File: src/verilog/iors_consts.vh
// constants of the i/o register space decoder
// Contract
// - bit set/clear only reaches i/o 0x00-0x1f
// - skip tests read one bit there
// - some flags clear on written one
// - bit ops change only the addressed bit
// - port-style transfers use i/o 0x00-0x3f
// - data address is i/o address plus 0x20
// - extended 0x60-0xff only by data access
// - stack pointer high keeps bits nine, eight
`ifndef IORS_CONSTS_VH
`define IORS_CONSTS_VH
// operation codes from the cpu datapath
`define IORS_OP_IDLE 4'h0
`define IORS_OP_PORT_RD 4'h1
`define IORS_OP_PORT_WR 4'h2
`define IORS_OP_FETCH 4'h3
`define IORS_OP_WRITE 4'h4
`define IORS_OP_BIT_SET 4'h5
`define IORS_OP_BIT_CLR 4'h6
`define IORS_OP_SKIP_HI 4'h7
`define IORS_OP_SKIP_LO 4'h8
// address ranges
`define IORS_IO_LAST 8'h3f
`define IORS_BIT_LAST 8'h1f
`define IORS_IO_OFS 8'h20
`define IORS_LOW_DATA_LAST 8'h5f
`define IORS_EXT_FIRST 8'h60
`define IORS_RESET_VAL 8'h00
// low register data addresses
`define IORS_PORT_B_PIN_INPUT 8'h23
`define IORS_PORT_B_DIRECTION 8'h24
`define IORS_PORT_B_OUTPUT 8'h25
`define IORS_PORT_C_PIN_INPUT 8'h26
`define IORS_PORT_C_DIRECTION 8'h27
`define IORS_PORT_C_OUTPUT 8'h28
`define IORS_PORT_D_PIN_INPUT 8'h29
`define IORS_PORT_D_DIRECTION 8'h2a
`define IORS_PORT_D_OUTPUT 8'h2b
`define IORS_CLOCK_MGMT_CONTROL 8'h2f
`define IORS_CLOCK_MGMT_FLAGS 8'h30
`define IORS_TIMER2_CONTROL_A 8'h31
`define IORS_TIMER2_CONTROL_B 8'h32
`define IORS_TIMER3_CONTROL_A 8'h34
`define IORS_VOLTAGE_MONITOR_CTL 8'h36
`define IORS_PIN_CHANGE_FLAGS 8'h37
`define IORS_LF_RECEIVER_FLAGS 8'h38
`define IORS_SENSOR_FLAGS 8'h39
`define IORS_TIMER01_FLAGS 8'h3a
`define IORS_TIMER2_FLAGS 8'h3b
`define IORS_TIMER3_FLAGS 8'h3c
`define IORS_EXTERNAL_IRQ_FLAGS 8'h3d
`define IORS_SCRATCH_BYTE_0 8'h3e
`define IORS_EEPROM_CONTROL 8'h3f
`define IORS_EEPROM_DATA 8'h40
`define IORS_EEPROM_ADDR_LOW 8'h41
`define IORS_EEPROM_ADDR_HIGH 8'h42
`define IORS_PIN_CHANGE_IRQ_ENABLE 8'h43
`define IORS_EXTERNAL_IRQ_MASK 8'h44
`define IORS_SENSOR_VOLTAGE_CTL 8'h47
`define IORS_SENSOR_CONTROL 8'h48
`define IORS_SENSOR_CAP_CONFIG 8'h49
`define IORS_SCRATCH_BYTE_1 8'h4a
`define IORS_SCRATCH_BYTE_2 8'h4b
`define IORS_SERIAL_PORT_CONTROL 8'h4c
`define IORS_SERIAL_PORT_FLAGS 8'h4d
`define IORS_SERIAL_PORT_DATA 8'h4e
`define IORS_MODULATOR_DATA 8'h4f
`define IORS_LF_SIGNAL_STRENGTH 8'h50
`define IORS_LF_CLOCK_DIVIDER 8'h52
`define IORS_SLEEP_MODE_CONTROL 8'h53
`define IORS_RESET_CAUSE_FLAGS 8'h54
`define IORS_CORE_CONTROL 8'h55
`define IORS_LF_RX_BUFFER 8'h56
`define IORS_SELF_PROGRAM_CTL 8'h57
`define IORS_TIMER1_CONTROL 8'h58
`define IORS_TIMER0_CONTROL 8'h59
`define IORS_CLOCK_MGMT_IRQ_MASK 8'h5b
`define IORS_CLOCK_PRESCALE 8'h5c
`define IORS_STACK_PTR_LOW 8'h5d
`define IORS_STACK_PTR_HIGH 8'h5e
`define IORS_STATUS_FLAGS 8'h5f
// extended register data addresses
`define IORS_WATCHDOG_CONTROL 8'h60
`define IORS_SENSOR_IRQ_MASK 8'h61
`define IORS_TEMP_SENSOR_CTL 8'h64
// extended register writable bits
`define IORS_WATCHDOG_MASK 8'h1f
`define IORS_SENSOR_IRQ_MASK_BITS 8'h01
`define IORS_TEMP_SENSOR_BITS 8'h01
`endif

File: src/verilog/iors_addr_map.v
// address decode for port-style, bit and data-space accesses
`timescale 1ns/100ps
`default_nettype none
`include "iors_consts.vh"
module iors_addr_map (
  input wire [3:0] op_i,
  input wire [7:0] addr_i,
  output wire low_hit_o,
  output wire [5:0] low_idx_o,
  output wire ext_hit_o
);
  // op groups
  wire is_port = (op_i == `IORS_OP_PORT_RD) || (op_i == `IORS_OP_PORT_WR);
  wire is_data = (op_i == `IORS_OP_FETCH) || (op_i == `IORS_OP_WRITE);
  wire is_bit = (op_i >= `IORS_OP_BIT_SET) && (op_i <= `IORS_OP_SKIP_LO);
  // data address minus offset gives the i/o location
  wire [7:0] data_io = addr_i - `IORS_IO_OFS;
  wire data_low = (addr_i >= `IORS_IO_OFS) &&
                  (addr_i <= `IORS_LOW_DATA_LAST);
  assign low_hit_o = (is_port && addr_i <= `IORS_IO_LAST) ||
                     (is_bit && addr_i <= `IORS_BIT_LAST) ||
                     (is_data && data_low);
  assign low_idx_o = is_data ? data_io[5:0] : addr_i[5:0];
  // extended space only for data-space forms
  assign ext_hit_o = is_data && (addr_i >= `IORS_EXT_FIRST);
endmodule
`default_nettype wire

File: src/verilog/iors_bit_sel.v
// one-hot lane and single bit pick for bit operations
`timescale 1ns/100ps
`default_nettype none
module iors_bit_sel (
  input wire [7:0] byte_i,
  input wire [2:0] bit_i,
  output wire [7:0] onehot_o,
  output wire bit_o
);
  // one lane selected by the bit number
  assign onehot_o = 8'h01 << bit_i;
  // chosen bit of the byte
  assign bit_o = byte_i[bit_i];
endmodule
`default_nettype wire

File: src/verilog/iors_decoder.v
// i/o register space decoder with storage of the low and extended registers
`timescale 1ns/100ps
`default_nettype none
`include "iors_consts.vh"
module iors_decoder (
  input wire core_clk_i,
  input wire rstn_i,
  input wire [3:0] op_i,
  input wire [7:0] addr_i,
  input wire [7:0] wdata_i,
  input wire [2:0] bit_i,
  input wire evt_valid_i,
  input wire [7:0] evt_addr_i,
  input wire [7:0] evt_bits_i,
  input wire [7:0] port_b_pin_input_i,
  input wire [7:0] port_c_pin_input_i,
  input wire [7:0] port_d_pin_input_i,
  input wire [6:0] lf_rssi_i,
  input wire [7:0] lf_rxbuf_i,
  output reg [7:0] rd_data_o,
  output reg rd_valid_o,
  output reg skip_o,
  output reg err_o,
  output wire [7:0] port_b_output_out_o,
  output wire [7:0] port_b_output_dir_o,
  output wire [7:0] port_c_output_out_o,
  output wire [7:0] port_c_output_dir_o,
  output wire [7:0] port_d_output_out_o,
  output wire [7:0] port_d_output_dir_o,
  output wire [9:0] stack_ptr_o
);

  // storage of the 64 low locations, one byte each
  // the index is the i/o-relative address, data address minus 0x20
  reg [7:0] io_mem [0:63];
  // extended registers held here
  reg [7:0] wdt_ctl;
  reg [7:0] sens_irq_msk;
  reg [7:0] temp_ctl;
  // next values of the response flops
  reg [7:0] next_rd_data;
  reg next_skip;
  reg next_err;

  // writable bits of each low location, zero where reserved
  // bits outside this mask and the flag mask are never stored, so they read back zero except at the live input locations
  function [7:0] rw_mask;
    input [7:0] a;
    begin
      case (a)
        `IORS_PORT_B_DIRECTION: rw_mask = 8'hff;
        `IORS_PORT_B_OUTPUT: rw_mask = 8'hff;
        `IORS_PORT_C_DIRECTION: rw_mask = 8'h07;
        `IORS_PORT_C_OUTPUT: rw_mask = 8'h07;
        `IORS_PORT_D_DIRECTION: rw_mask = 8'hff;
        `IORS_PORT_D_OUTPUT: rw_mask = 8'hff;
        `IORS_CLOCK_MGMT_CONTROL: rw_mask = 8'hbd;
        `IORS_TIMER2_CONTROL_A: rw_mask = 8'hef;
        `IORS_TIMER2_CONTROL_B: rw_mask = 8'h01;
        `IORS_TIMER3_CONTROL_A: rw_mask = 8'hc7;
        `IORS_VOLTAGE_MONITOR_CTL: rw_mask = 8'hdf;
        `IORS_SCRATCH_BYTE_0: rw_mask = 8'hff;
        `IORS_EEPROM_CONTROL: rw_mask = 8'h3f;
        `IORS_EEPROM_DATA: rw_mask = 8'hff;
        `IORS_EEPROM_ADDR_LOW: rw_mask = 8'hff;
        `IORS_EEPROM_ADDR_HIGH: rw_mask = 8'h01;
        `IORS_PIN_CHANGE_IRQ_ENABLE: rw_mask = 8'h07;
        `IORS_EXTERNAL_IRQ_MASK: rw_mask = 8'h03;
        `IORS_SENSOR_VOLTAGE_CTL: rw_mask = 8'h1f;
        `IORS_SENSOR_CONTROL: rw_mask = 8'h0f;
        `IORS_SENSOR_CAP_CONFIG: rw_mask = 8'h1f;
        `IORS_SCRATCH_BYTE_1: rw_mask = 8'hff;
        `IORS_SCRATCH_BYTE_2: rw_mask = 8'hff;
        `IORS_SERIAL_PORT_CONTROL: rw_mask = 8'hff;
        `IORS_SERIAL_PORT_FLAGS: rw_mask = 8'h01;
        `IORS_SERIAL_PORT_DATA: rw_mask = 8'hff;
        `IORS_MODULATOR_DATA: rw_mask = 8'hff;
        `IORS_LF_CLOCK_DIVIDER: rw_mask = 8'hc1;
        `IORS_SLEEP_MODE_CONTROL: rw_mask = 8'h0f;
        `IORS_CORE_CONTROL: rw_mask = 8'h13;
        `IORS_SELF_PROGRAM_CTL: rw_mask = 8'hdf;
        `IORS_TIMER1_CONTROL: rw_mask = 8'hbf;
        `IORS_TIMER0_CONTROL: rw_mask = 8'hff;
        `IORS_CLOCK_MGMT_IRQ_MASK: rw_mask = 8'h01;
        `IORS_CLOCK_PRESCALE: rw_mask = 8'hbf;
        `IORS_STACK_PTR_LOW: rw_mask = 8'hff;
        // only bits nine and eight kept in the high byte
        `IORS_STACK_PTR_HIGH: rw_mask = 8'h03;
        `IORS_STATUS_FLAGS: rw_mask = 8'h7f;
        // reserved and read-only locations store nothing
        default: rw_mask = 8'h00;
      endcase
    end
  endfunction

  // flag bits that hardware sets and a written one clears
  // flag bits never take written data; only events raise them
  function [7:0] w1c_mask;
    input [7:0] a;
    begin
      case (a)
        `IORS_CLOCK_MGMT_FLAGS: w1c_mask = 8'h01;
        `IORS_VOLTAGE_MONITOR_CTL: w1c_mask = 8'h20;
        `IORS_PIN_CHANGE_FLAGS: w1c_mask = 8'h07;
        `IORS_LF_RECEIVER_FLAGS: w1c_mask = 8'h0f;
        `IORS_SENSOR_FLAGS: w1c_mask = 8'h03;
        `IORS_TIMER01_FLAGS: w1c_mask = 8'h03;
        `IORS_TIMER2_FLAGS: w1c_mask = 8'h3f;
        `IORS_TIMER3_FLAGS: w1c_mask = 8'h1f;
        `IORS_EXTERNAL_IRQ_FLAGS: w1c_mask = 8'h03;
        `IORS_SERIAL_PORT_FLAGS: w1c_mask = 8'hc0;
        `IORS_RESET_CAUSE_FLAGS: w1c_mask = 8'h2f;
        // no flags elsewhere
        default: w1c_mask = 8'h00;
      endcase
    end
  endfunction

  // locations whose value comes from live inputs
  // nothing is stored for these; a read sees this cycle's input
  function live_loc;
    input [7:0] a;
    begin
      case (a)
        `IORS_PORT_B_PIN_INPUT: live_loc = 1'b1;
        `IORS_PORT_C_PIN_INPUT: live_loc = 1'b1;
        `IORS_PORT_D_PIN_INPUT: live_loc = 1'b1;
        `IORS_LF_SIGNAL_STRENGTH: live_loc = 1'b1;
        `IORS_LF_RX_BUFFER: live_loc = 1'b1;
        default: live_loc = 1'b0;
      endcase
    end
  endfunction

  // decoded access
  wire low_hit;
  wire [5:0] low_idx;
  wire ext_hit;

  // range checks and i/o-relative index
  iors_addr_map u_map (
    .op_i(op_i),
    .addr_i(addr_i),
    .low_hit_o(low_hit),
    .low_idx_o(low_idx),
    .ext_hit_o(ext_hit)
  );

  // data address of the addressed low location
  // the map returns an index for every form, so one address serves all
  wire [7:0] low_addr = {2'b00, low_idx} + `IORS_IO_OFS;
  // a location that holds anything at all
  // only used to report a write that lands on a hole in the map
  wire low_impl = live_loc(low_addr) ||
                  ((rw_mask(low_addr) | w1c_mask(low_addr)) != 8'h00);

  // op groups
  // skip tests read a location but never write it
  wire is_bset = (op_i == `IORS_OP_BIT_SET);
  wire is_bclr = (op_i == `IORS_OP_BIT_CLR);
  wire is_bitop = is_bset || is_bclr;
  wire is_skip_hi = (op_i == `IORS_OP_SKIP_HI);
  wire is_skip_lo = (op_i == `IORS_OP_SKIP_LO);
  wire is_wr = (op_i == `IORS_OP_PORT_WR) ||
               (op_i == `IORS_OP_WRITE) || is_bitop;
  wire is_rd = (op_i == `IORS_OP_PORT_RD) ||
               (op_i == `IORS_OP_FETCH) || is_skip_hi || is_skip_lo;

  // current value seen by a read of the addressed low location
  // taken before any store of this cycle, so a read never sees its own write
  reg [7:0] low_rd;
  always @* begin
    case (low_addr)
      `IORS_PORT_B_PIN_INPUT: low_rd = port_b_pin_input_i;
      // port c has three pins
      `IORS_PORT_C_PIN_INPUT: low_rd = {5'h00, port_c_pin_input_i[2:0]};
      `IORS_PORT_D_PIN_INPUT: low_rd = port_d_pin_input_i;
      `IORS_LF_SIGNAL_STRENGTH: low_rd = {1'b0, lf_rssi_i};
      `IORS_LF_RX_BUFFER: low_rd = lf_rxbuf_i;
      // stored bits, reserved ones always zero
      default: low_rd = io_mem[low_idx];
    endcase
  end

  // lane and chosen bit for bit operations
  // the skip result uses the same live or stored value as a read
  wire [7:0] lane;
  wire test_bit;
  iors_bit_sel u_bit (
    .byte_i(low_rd),
    .bit_i(bit_i),
    .onehot_o(lane),
    .bit_o(test_bit)
  );

  // write lanes: one lane for bit ops, all lanes otherwise
  wire [7:0] wr_lanes = is_bitop ? lane : 8'hff;
  // bit set writes a one on its lane, bit clear a zero
  // on a flag the set clears it and the clear leaves it, as with a write
  wire [7:0] wr_val = is_bset ? lane : (is_bclr ? 8'h00 : wdata_i);
  // write strobe on the low space
  wire low_wr = is_wr && low_hit;

  // per location update of stored and flag bits
  // each location compares its own index, so at most one takes the write
  genvar gi;
  generate
    for (gi = 0; gi < 64; gi = gi + 1) begin : g_loc
      localparam integer LI = gi + 32;
      localparam [7:0] LA = LI[7:0];
      // writable and flag bits of this location
      wire [7:0] rw = rw_mask(LA);
      wire [7:0] fl = w1c_mask(LA);
      // lanes written this cycle
      wire [7:0] wm = (low_wr && low_idx == gi) ? wr_lanes : 8'h00;
      // hardware events for this location
      wire [7:0] ev = (evt_valid_i && evt_addr_i == LA) ?
                      (evt_bits_i & fl) : 8'h00;
      // plain bits take the value, reserved bits stay zero
      wire [7:0] plain = (io_mem[gi] & ~(wm & rw)) |
                         (wr_val & wm & rw);
      // a written one clears a flag, a zero leaves it
      wire [7:0] cleared = plain & ~(wm & wr_val & fl);
      // an event in the clearing cycle wins
      // or-ing the event last keeps a flag that is raised while cleared
      wire [7:0] next_loc = cleared | ev;
      // register the location
      always @(posedge core_clk_i) begin
        if (!rstn_i) begin
          io_mem[gi] <= `IORS_RESET_VAL;
        end else begin
          io_mem[gi] <= next_loc;
        end
      end
    end
  endgenerate

  // extended space write strobe
  wire ext_wr = is_wr && ext_hit;

  // extended registers, written only by data-space stores
  // the map never raises the extended hit for port or bit forms
  always @(posedge core_clk_i) begin
    if (!rstn_i) begin
      wdt_ctl <= `IORS_RESET_VAL;
      sens_irq_msk <= `IORS_RESET_VAL;
      temp_ctl <= `IORS_RESET_VAL;
    end else if (ext_wr) begin
      // only implemented bits take the data
      case (addr_i)
        `IORS_WATCHDOG_CONTROL: begin
          wdt_ctl <= wdata_i & `IORS_WATCHDOG_MASK;
        end
        `IORS_SENSOR_IRQ_MASK: begin
          sens_irq_msk <= wdata_i & `IORS_SENSOR_IRQ_MASK_BITS;
        end
        `IORS_TEMP_SENSOR_CTL: begin
          temp_ctl <= wdata_i & `IORS_TEMP_SENSOR_BITS;
        end
        // reserved extended addresses ignore the write
        default: begin
          wdt_ctl <= wdt_ctl;
        end
      endcase
    end
  end

  // read value of the extended space
  // every extended value is stored; none comes from a live input
  reg [7:0] ext_rd;
  always @* begin
    case (addr_i)
      `IORS_WATCHDOG_CONTROL: ext_rd = wdt_ctl;
      `IORS_SENSOR_IRQ_MASK: ext_rd = sens_irq_msk;
      `IORS_TEMP_SENSOR_CTL: ext_rd = temp_ctl;
      // reserved extended addresses read zero
      default: ext_rd = 8'h00;
    endcase
  end

  // implemented extended address
  // holes here report a write just as holes in the low space do
  wire ext_impl = (addr_i == `IORS_WATCHDOG_CONTROL) ||
                  (addr_i == `IORS_SENSOR_IRQ_MASK) ||
                  (addr_i == `IORS_TEMP_SENSOR_CTL);

  // response values for the next cycle
  // one op per cycle, so read and write paths never meet
  // a refused read still answers, with zero data
  always @* begin
    next_rd_data = 8'h00;
    next_skip = 1'b0;
    next_err = 1'b0;
    if (is_rd && low_hit) begin
      // port-style or data read, or a skip test
      next_rd_data = low_rd;
      next_skip = (is_skip_hi && test_bit) ||
                  (is_skip_lo && !test_bit);
    end else if (is_rd && ext_hit) begin
      // extended read through data space
      next_rd_data = ext_rd;
    end
    if ((is_rd || is_wr) && !low_hit && !ext_hit) begin
      // out of range for this form of access
      next_err = 1'b1;
    end else if (is_wr && low_hit && !low_impl) begin
      // write to a reserved low location
      next_err = 1'b1;
    end else if (is_wr && ext_hit && !ext_impl) begin
      // write to a reserved extended location
      next_err = 1'b1;
    end
  end

  // response flops toward the cpu datapath
  // each answer stands one cycle, then the next op's answer replaces it, or zero after an idle cycle
  // valid follows every read op, refused or not
  always @(posedge core_clk_i) begin
    if (!rstn_i) begin
      rd_data_o <= 8'h00;
      rd_valid_o <= 1'b0;
      skip_o <= 1'b0;
      err_o <= 1'b0;
    end else begin
      rd_data_o <= next_rd_data;
      rd_valid_o <= is_rd;
      skip_o <= next_skip;
      err_o <= next_err;
    end
  end

  // port and stack pointer registers drive pins directly
  // no extra stage: pins follow the stored bytes
  assign port_b_output_out_o = io_mem[5];
  assign port_b_output_dir_o = io_mem[4];
  assign port_c_output_out_o = io_mem[8];
  assign port_c_output_dir_o = io_mem[7];
  assign port_d_output_out_o = io_mem[11];
  assign port_d_output_dir_o = io_mem[10];
  // ten-bit stack pointer
  // high byte bits 7:2 are never stored, so nothing is lost here
  assign stack_ptr_o = {io_mem[62][1:0], io_mem[61]};

endmodule
`default_nettype wire

File: config.mk
export PLATFORM = sky130hd
export DESIGN_NAME = iors_decoder
export DESIGN_NICKNAME = d
export VERILOG_FILES = /design/src/verilog/iors_addr_map.v /design/src/verilog/iors_bit_sel.v /design/src/verilog/iors_decoder.v
export VERILOG_INCLUDE_DIRS = /design/src /design/src/verilog
export SDC_FILE = /design/constraint.sdc
export NUM_CORES = 1
export LEC_CHECK = 0
export BUFFER_PORTS_ARGS = -buffer_cell sky130_fd_sc_hd__buf_4
export CORE_UTILIZATION = 54
export DETAILED_ROUTE_END_ITERATION = 7
export PLACE_DENSITY = 0.77
export SETUP_SLACK_MARGIN = 0.02
export SYNTH_ARGS = -nofsm -noshare
export SYNTH_HDL_FRONTEND = slang
export SYNTH_SLANG_ARGS = --single-unit
File: constraint.sdc
create_clock -name core_clk_i -period 3.2 [get_ports core_clk_i]
set_input_delay 0.16 -clock core_clk_i [delete_from_list [all_inputs] [get_ports core_clk_i]]
set_output_delay 0.16 -clock core_clk_i [all_outputs]
set_load 0.01 [all_outputs]
# --- Yosys cells after proc, flatten, opt, wreduce, memory -nomap -nowiden ---
# Memories as Yosys holds them, arrays and structs flattened.
# Index checks and enable logic that the tools add are counted.
totals:
  ff_bits: 18
  ramBits: 512
  romBits: 1024
  in_bits: 81
  out_inout_bits: 69
  elab_cells: 607
  n_memories: 2
classes:
  addsub: 2
  n_lt_le_gt_ge: 8
  n_eq_ne: 86
  shift: 1
  mux: 140
  n_bitwise: 259
  reduce_logical: 102
mem_list:
  columns: ["name", "depth", "word_bits", "read_ports", "rd_ports_with_merged_regs", "wr", "line_no", "rtl"]
  rows:
  - ["(name not given)", 128, 8, 1, 0, 0, "iors_decoder.v:50", "case (a)"]
  - ["io_mem", 64, 8, 48, 0, 64, "iors_decoder.v:35", "reg [7:0] io_mem [0:63];"]
ops:
  columns: ["op", "n"]
  rows:
  - ["$mux 8", 93]
  - ["$and 8x8->8", 72]
  - ["$or 8x8->8", 24]
  - ["$not 8->8", 23]
  - ["$eq 6x6->1 const B", 26]
  - ["$eq 6x5->1 const B", 14]
  - ["$eq 7x6->1 const B", 12]
  - ["$logic_and 1x1->1", 74]
  - ["$eq 8x6->1 const B", 9]
  - ["$pmux 8 s9", 1]
  - ["$or 1x1->1", 64]
  - ["$mux 6", 7]
  - ["$eq 8x7->1 const B", 5]
  - ["$not 1->8", 5]
  - ["$not 2->8", 5]
  - ["$or 8x1->8", 5]
  - ["$or 8x2->8", 5]
  - ["$pmux 8 s5", 1]
  - ["$not 3->8", 4]
  - ["$not 5->8", 4]
  - ["$not 6->8", 4]
  - ["$or 8x3->8", 4]
  - ["$or 8x5->8", 4]
  - ["$or 8x6->8", 4]
  - ["44 further kinds", 129]

# --- Depth between registers and ports, before layout ---
depth:
  depth_word: 14
  ltp_mapped: 16
  ltp_nobuf: 12

# --- Modules after synthesis ---
# Synthesis repeated with hierarchy kept, for this count alone.
unflattened:
  cells_unflattened: 1753
  area_unflattened_um2: 14361.3
by_module_without_submodules:
  columns: ["mod", "instances", "cells_per_inst", "area_per_inst_um2", "seq_area_each_um2"]
  rows:
  - ["iors_decoder", 1, 1710, 14032.2, 5265.0]
  - ["iors_bit_sel", 1, 22, 170.2, 0.0]
  - ["iors_addr_map", 1, 21, 158.9, 0.0]

# --- Worst setup path after synthesis ---
# No wires, ideal clock.
synth_path:
  path_type: "input-to-reg"
  from: "input port addr_i[0]"
  to: "register skip_o"
  setup_ps: 62
  arrival_ps: 3144
  required_time_ps: 3138
  slack_ps: -6
  stages: 15
  n_path_buf: 3
  path_cell_list: "buf_2 -> buf_2 -> clkinv_1 -> ha_1 -> clkbuf_1 -> inv_1 -> nor3_1 -> nor2_1 -> o22a_1 -> or4_4 -> a21oi_2 -> a2bb2oi_2 -> o31ai_1 -> mux2_4 -> nor2_2"
synth_between:
  elab_chain_cells: 10
  elab_cells_between_ends: 28
  cone_classes: "add/sub (2); order compare (4); eq/ne (5); mux (4); reduce/logical (12); memory (1)"
synth_lines:
  columns: ["element", "line_no", "rtl"]
  rows:
  - ["start: declaration", "iors_decoder.v:9", "input wire [7:0] addr_i,"]
  - ["$sub 6x6->6 (no line)", null, null]
  - ["$mux 6", "iors_addr_map.v:23", "assign low_idx_o = is_data ? data_io[5:0] : addr_i[5:0];"]
  - ["$add 6x6->7 (no line)", null, null]
  - ["$eq 7x7->1 / $eq 7x6->1 (equally long branches)", "iors_decoder.v:173", "case (low_addr)"]
  - ["$pmux 8 s5", "iors_decoder.v:173", null]
  - ["$bmux 1 s3", "iors_bit_sel.v:13", "assign bit_o = byte_i[bit_i];"]
  - ["$mux 1 (not written as such)", "iors_bit_sel.v:13", null]
  - ["$logic_not 1->1", "iors_decoder.v:298", "(is_skip_lo && !test_bit);"]
  - ["$logic_and 1x1->1", "iors_decoder.v:298", null]
  - ["$logic_or 1x1->1", "iors_decoder.v:297", "next_skip = (is_skip_hi && test_bit) ||"]
  - ["end signal: assignment", "iors_decoder.v:327", "skip_o <= next_skip;"]
  - ["end: declaration", "iors_decoder.v:22", "output reg skip_o,"]
# Several ways; a longest one is shown, not always the timed one. The select of a mux whose other input is x is not followed.
# A chain may end at the register's enable or synchronous reset.

==> impl_metrics.toml <==
[status]
status = "finished, final reports clean"

[route]
num_vias = 13909
viasPerCell = 6.63
wl_per_cell_um = 25.0
met3_length_um = 5650
wl_met2_um = 23300
drt-total-wl_um = 52500
maxUsedRoutingLayer = "met4"
drc = 0
drtAntennaViolNets = 0
wirelength_met1_um = 21100
drtIter0Drc = 1958
firstDrtPassIters = 6

[setup_path]
crit_arrival_ps = 3330
end_kind = "flop"
critPathSlowestCell = "o21ai_0"
worst_setup_path_start_kind = "flop"
path_cells = "mux2_2 > a221oi_1 > nor3_1 > o21ai_0 > buf_4 > nand4_1 > a22o_1 > a211oi_1 > o31ai_1 > mux2_4 > nor2_2"
reg2reg_slack_ps = 350
cp_max_fo = 2
worstPathRequired_ps = 3680
path_class = "flop to flop"
max_stage_delay_ps = 470

[logic_synthesis]
avgSynthCellArea_sq_um = 8.56
syn_area_sq_um = 13500
yosys.area.top_type = "dfxtp_1"
synthCells = 1583
ys_types = 81
synth_ff_type = "dfxtp_1"
yosysSeqAreaShare_pct = 38.9
synth_area_leaders = "dfxtp_1 39%, nor2_1 4.9%, a211oi_1 4.7%"
synth-seq-cells = 263
yosysTopAreaCellShare_pct = 38.9
synth_edf_count = 0
async_reset_ff_share_pct = 0
synth-warning-count = 0

[floorplan]
start_util_pct = 55.4
die_area_sq_um = 25700
die_y_um = 160
io_pins = 150
rows = 57
core-area_sq_um = 24500
die_w_um = 160

[flow_run]
max_cap_viol_count = 0

[pwr]
ir_worst_vdd_mv = 0.475
power.total_w = 0.00728
leakage_nw = 6.74
power.density_nw_per_um2 = 442

[placed_design]
portBuffers = 134
post_dp_cell_area_sq_um = 15500
globalplace.congestion = 1.01
dp_hpwl_um = 37200
pre_cts_slack_ps = -15.9

[clocking]
cts.repair.resized = 0
cts_tree = "yes"
hold_buffers = 17
clkLatencyLatePin_ps = 550
cts_made_buffers = 27
postCtsSetupBuffers = 0
clk_pin_slew_ps = 60
cts_sinks = 263
max-clock-path-buffers = 3
root_buffer = "clkbuf_16"
htreeDepth = 1

[timing]
timing.final.ws_setup_ps = 350
finalSetupViolCount = 0
min_period_ps = 2850
finalCritPeriodShare_pct = 89.1
final_hold_viol_count = 0
worst_slew_pin_slew_ps = 1270
clock.fmax_mhz = 351
rsz0062_at_grt = "no"
slew_viol_final = 0
skew_ps = 24.0
slew_headroom_pct = 15.0

[layout]
final_util_pct = 67.4
design_area_sq_um = 16500
seq_area_sq_um = 5270
fill_cells = 2050
drive_gt1_share_pct = 20.6
multi_input_comb_area_sq_um = 7620
nNetsFinal = 1842
syn2layout_area_growth_pct = 21.6

[hold_path]
hold_path.class = "primary input to flop"

[global_routing]
antenna_found_initial = 0
grt_overflow_total = 0
grt_pass1_vias = 13107
grt_max_degree = 69
grt_pass1_wl_um = 79100
grtUsageTotal_pct = 40.1
-- cells by family after synthesis --
family / count (synthesis) / synth area share, %
buffers and inverters: 168 / 5.31
muxes: 92 / 8.17
AOI/OAI and AO/OA: 553 / 30.2
adders and majority gates: 5 / 0.462
xor gates and xnor gates: 2 / 0.129
and+or+nand+nor: 499 / 16.9
DFF: 263 / 38.9
other: 1 / 0.0277
-- cell usage in the layout (no fill, tap or decap), types with 6 or more instances in the layout --
cell	count
a211oi_1	84
or3_1	24
nor2b_1	13
o22ai_1	14
and2_1	10
a21oi_1	87
nand3_1	31
o21bai_1	47
nor2_1	176
and3_1	13
a221oi_1	13
mux2_2	24
nand4_1	14
inv_1	10
a22o_1	9
a21boi_0	19
dfxtp_1	263
mux2i_1	54
mux4_2	12
o211a_1	53
nand2_1	155
o21ai_0	85
clkbuf_16	27
buf_4	268
clkinv_2	7
o311a_1	49
nand2b_1	11
a32o_1	12
a22oi_1	15
nor3_1	22
dlygate4sd3_1	17
clkbuf_1	6
conb_1	10
-- report_power, final --
| group | switching [W] | leakage, nW | internal, W |
|---|---|---|---|
| Clock | 0.00132 | 0.428 | 0.00180 |
| Sequential | 0.00000254 | 2.12 | 0.00328 |
| Combinational | 0.000582 | 4.19 | 0.000300 |
-- layer usage --
metal  vias to the layer above  GRT usage [%]
met5                         -              0
met4                         0           17.3
met3                       157           7.31
met2                       867           63.0
met1                      6649           53.9
li1                       6236              -
-- final timing paths --
| path | from | to | cells past startpoint |
|---|---|---|---|
| hold / removal | lf_rssi_i[6] | rd_data_o[6] | 3 |
| setup / recovery | flop | skip_o | 11 |
| hold reg to reg | flop | flop | 2 |
| setup reg to reg | flop | skip_o | 11 |
-- layout make-up --
| type | count | share of cell area, % |
|---|---|---|
| multi-input combinational | 1161 | 46.2 |
| clock buffer | 37 | 4.57 |
| clock inverter | 10 | 0.630 |
| antenna | 1 | 0.0152 |
| tap | 324 | 2.46 |
| timing repair buffer | 290 | 13.8 |
| inverter | 13 | 0.311 |
| sequential | 263 | 31.9 |
-- synth_stat cells, drive strengths merged, types with 13 or more instances --
cell type and instances:
a211oi 84, a21boi 19, a21oi 89, a221oi 13, a22oi 17, and2 13
and3 13, buf 45, clkbuf 110, dfxtp 263, mux2 26, mux2i 54
nand2 155, nand3 31, nand4 14, nor2 177, nor2b 13, nor3 23
o211a 53, o21ai 86, o21bai 47, o22ai 14, o311a 49, or3 24
-- per-stage QoR --
stage,hold WS (ps),TNS (ps),cells
2_1_floorplan,286,0,1592
3_3_place_gp,415,-24.6,2034
3_5_place_dp,426,-15.9,2034
4_1_cts,47.2,0,2098
5_1_grt,61.9,0,2098
6_report,70.1,0,2099
-- worst max-delay path, delay by kind of cell, from the launching register on --
kind | cells | cell delay, ps
mux | 2 | 600
buf+inv | 1 | 200
simple gates | 3 | 300
compound gates | 5 | 1400
flops | 1 | 310
No activity file was read; power rests on OpenSTA's default activity.
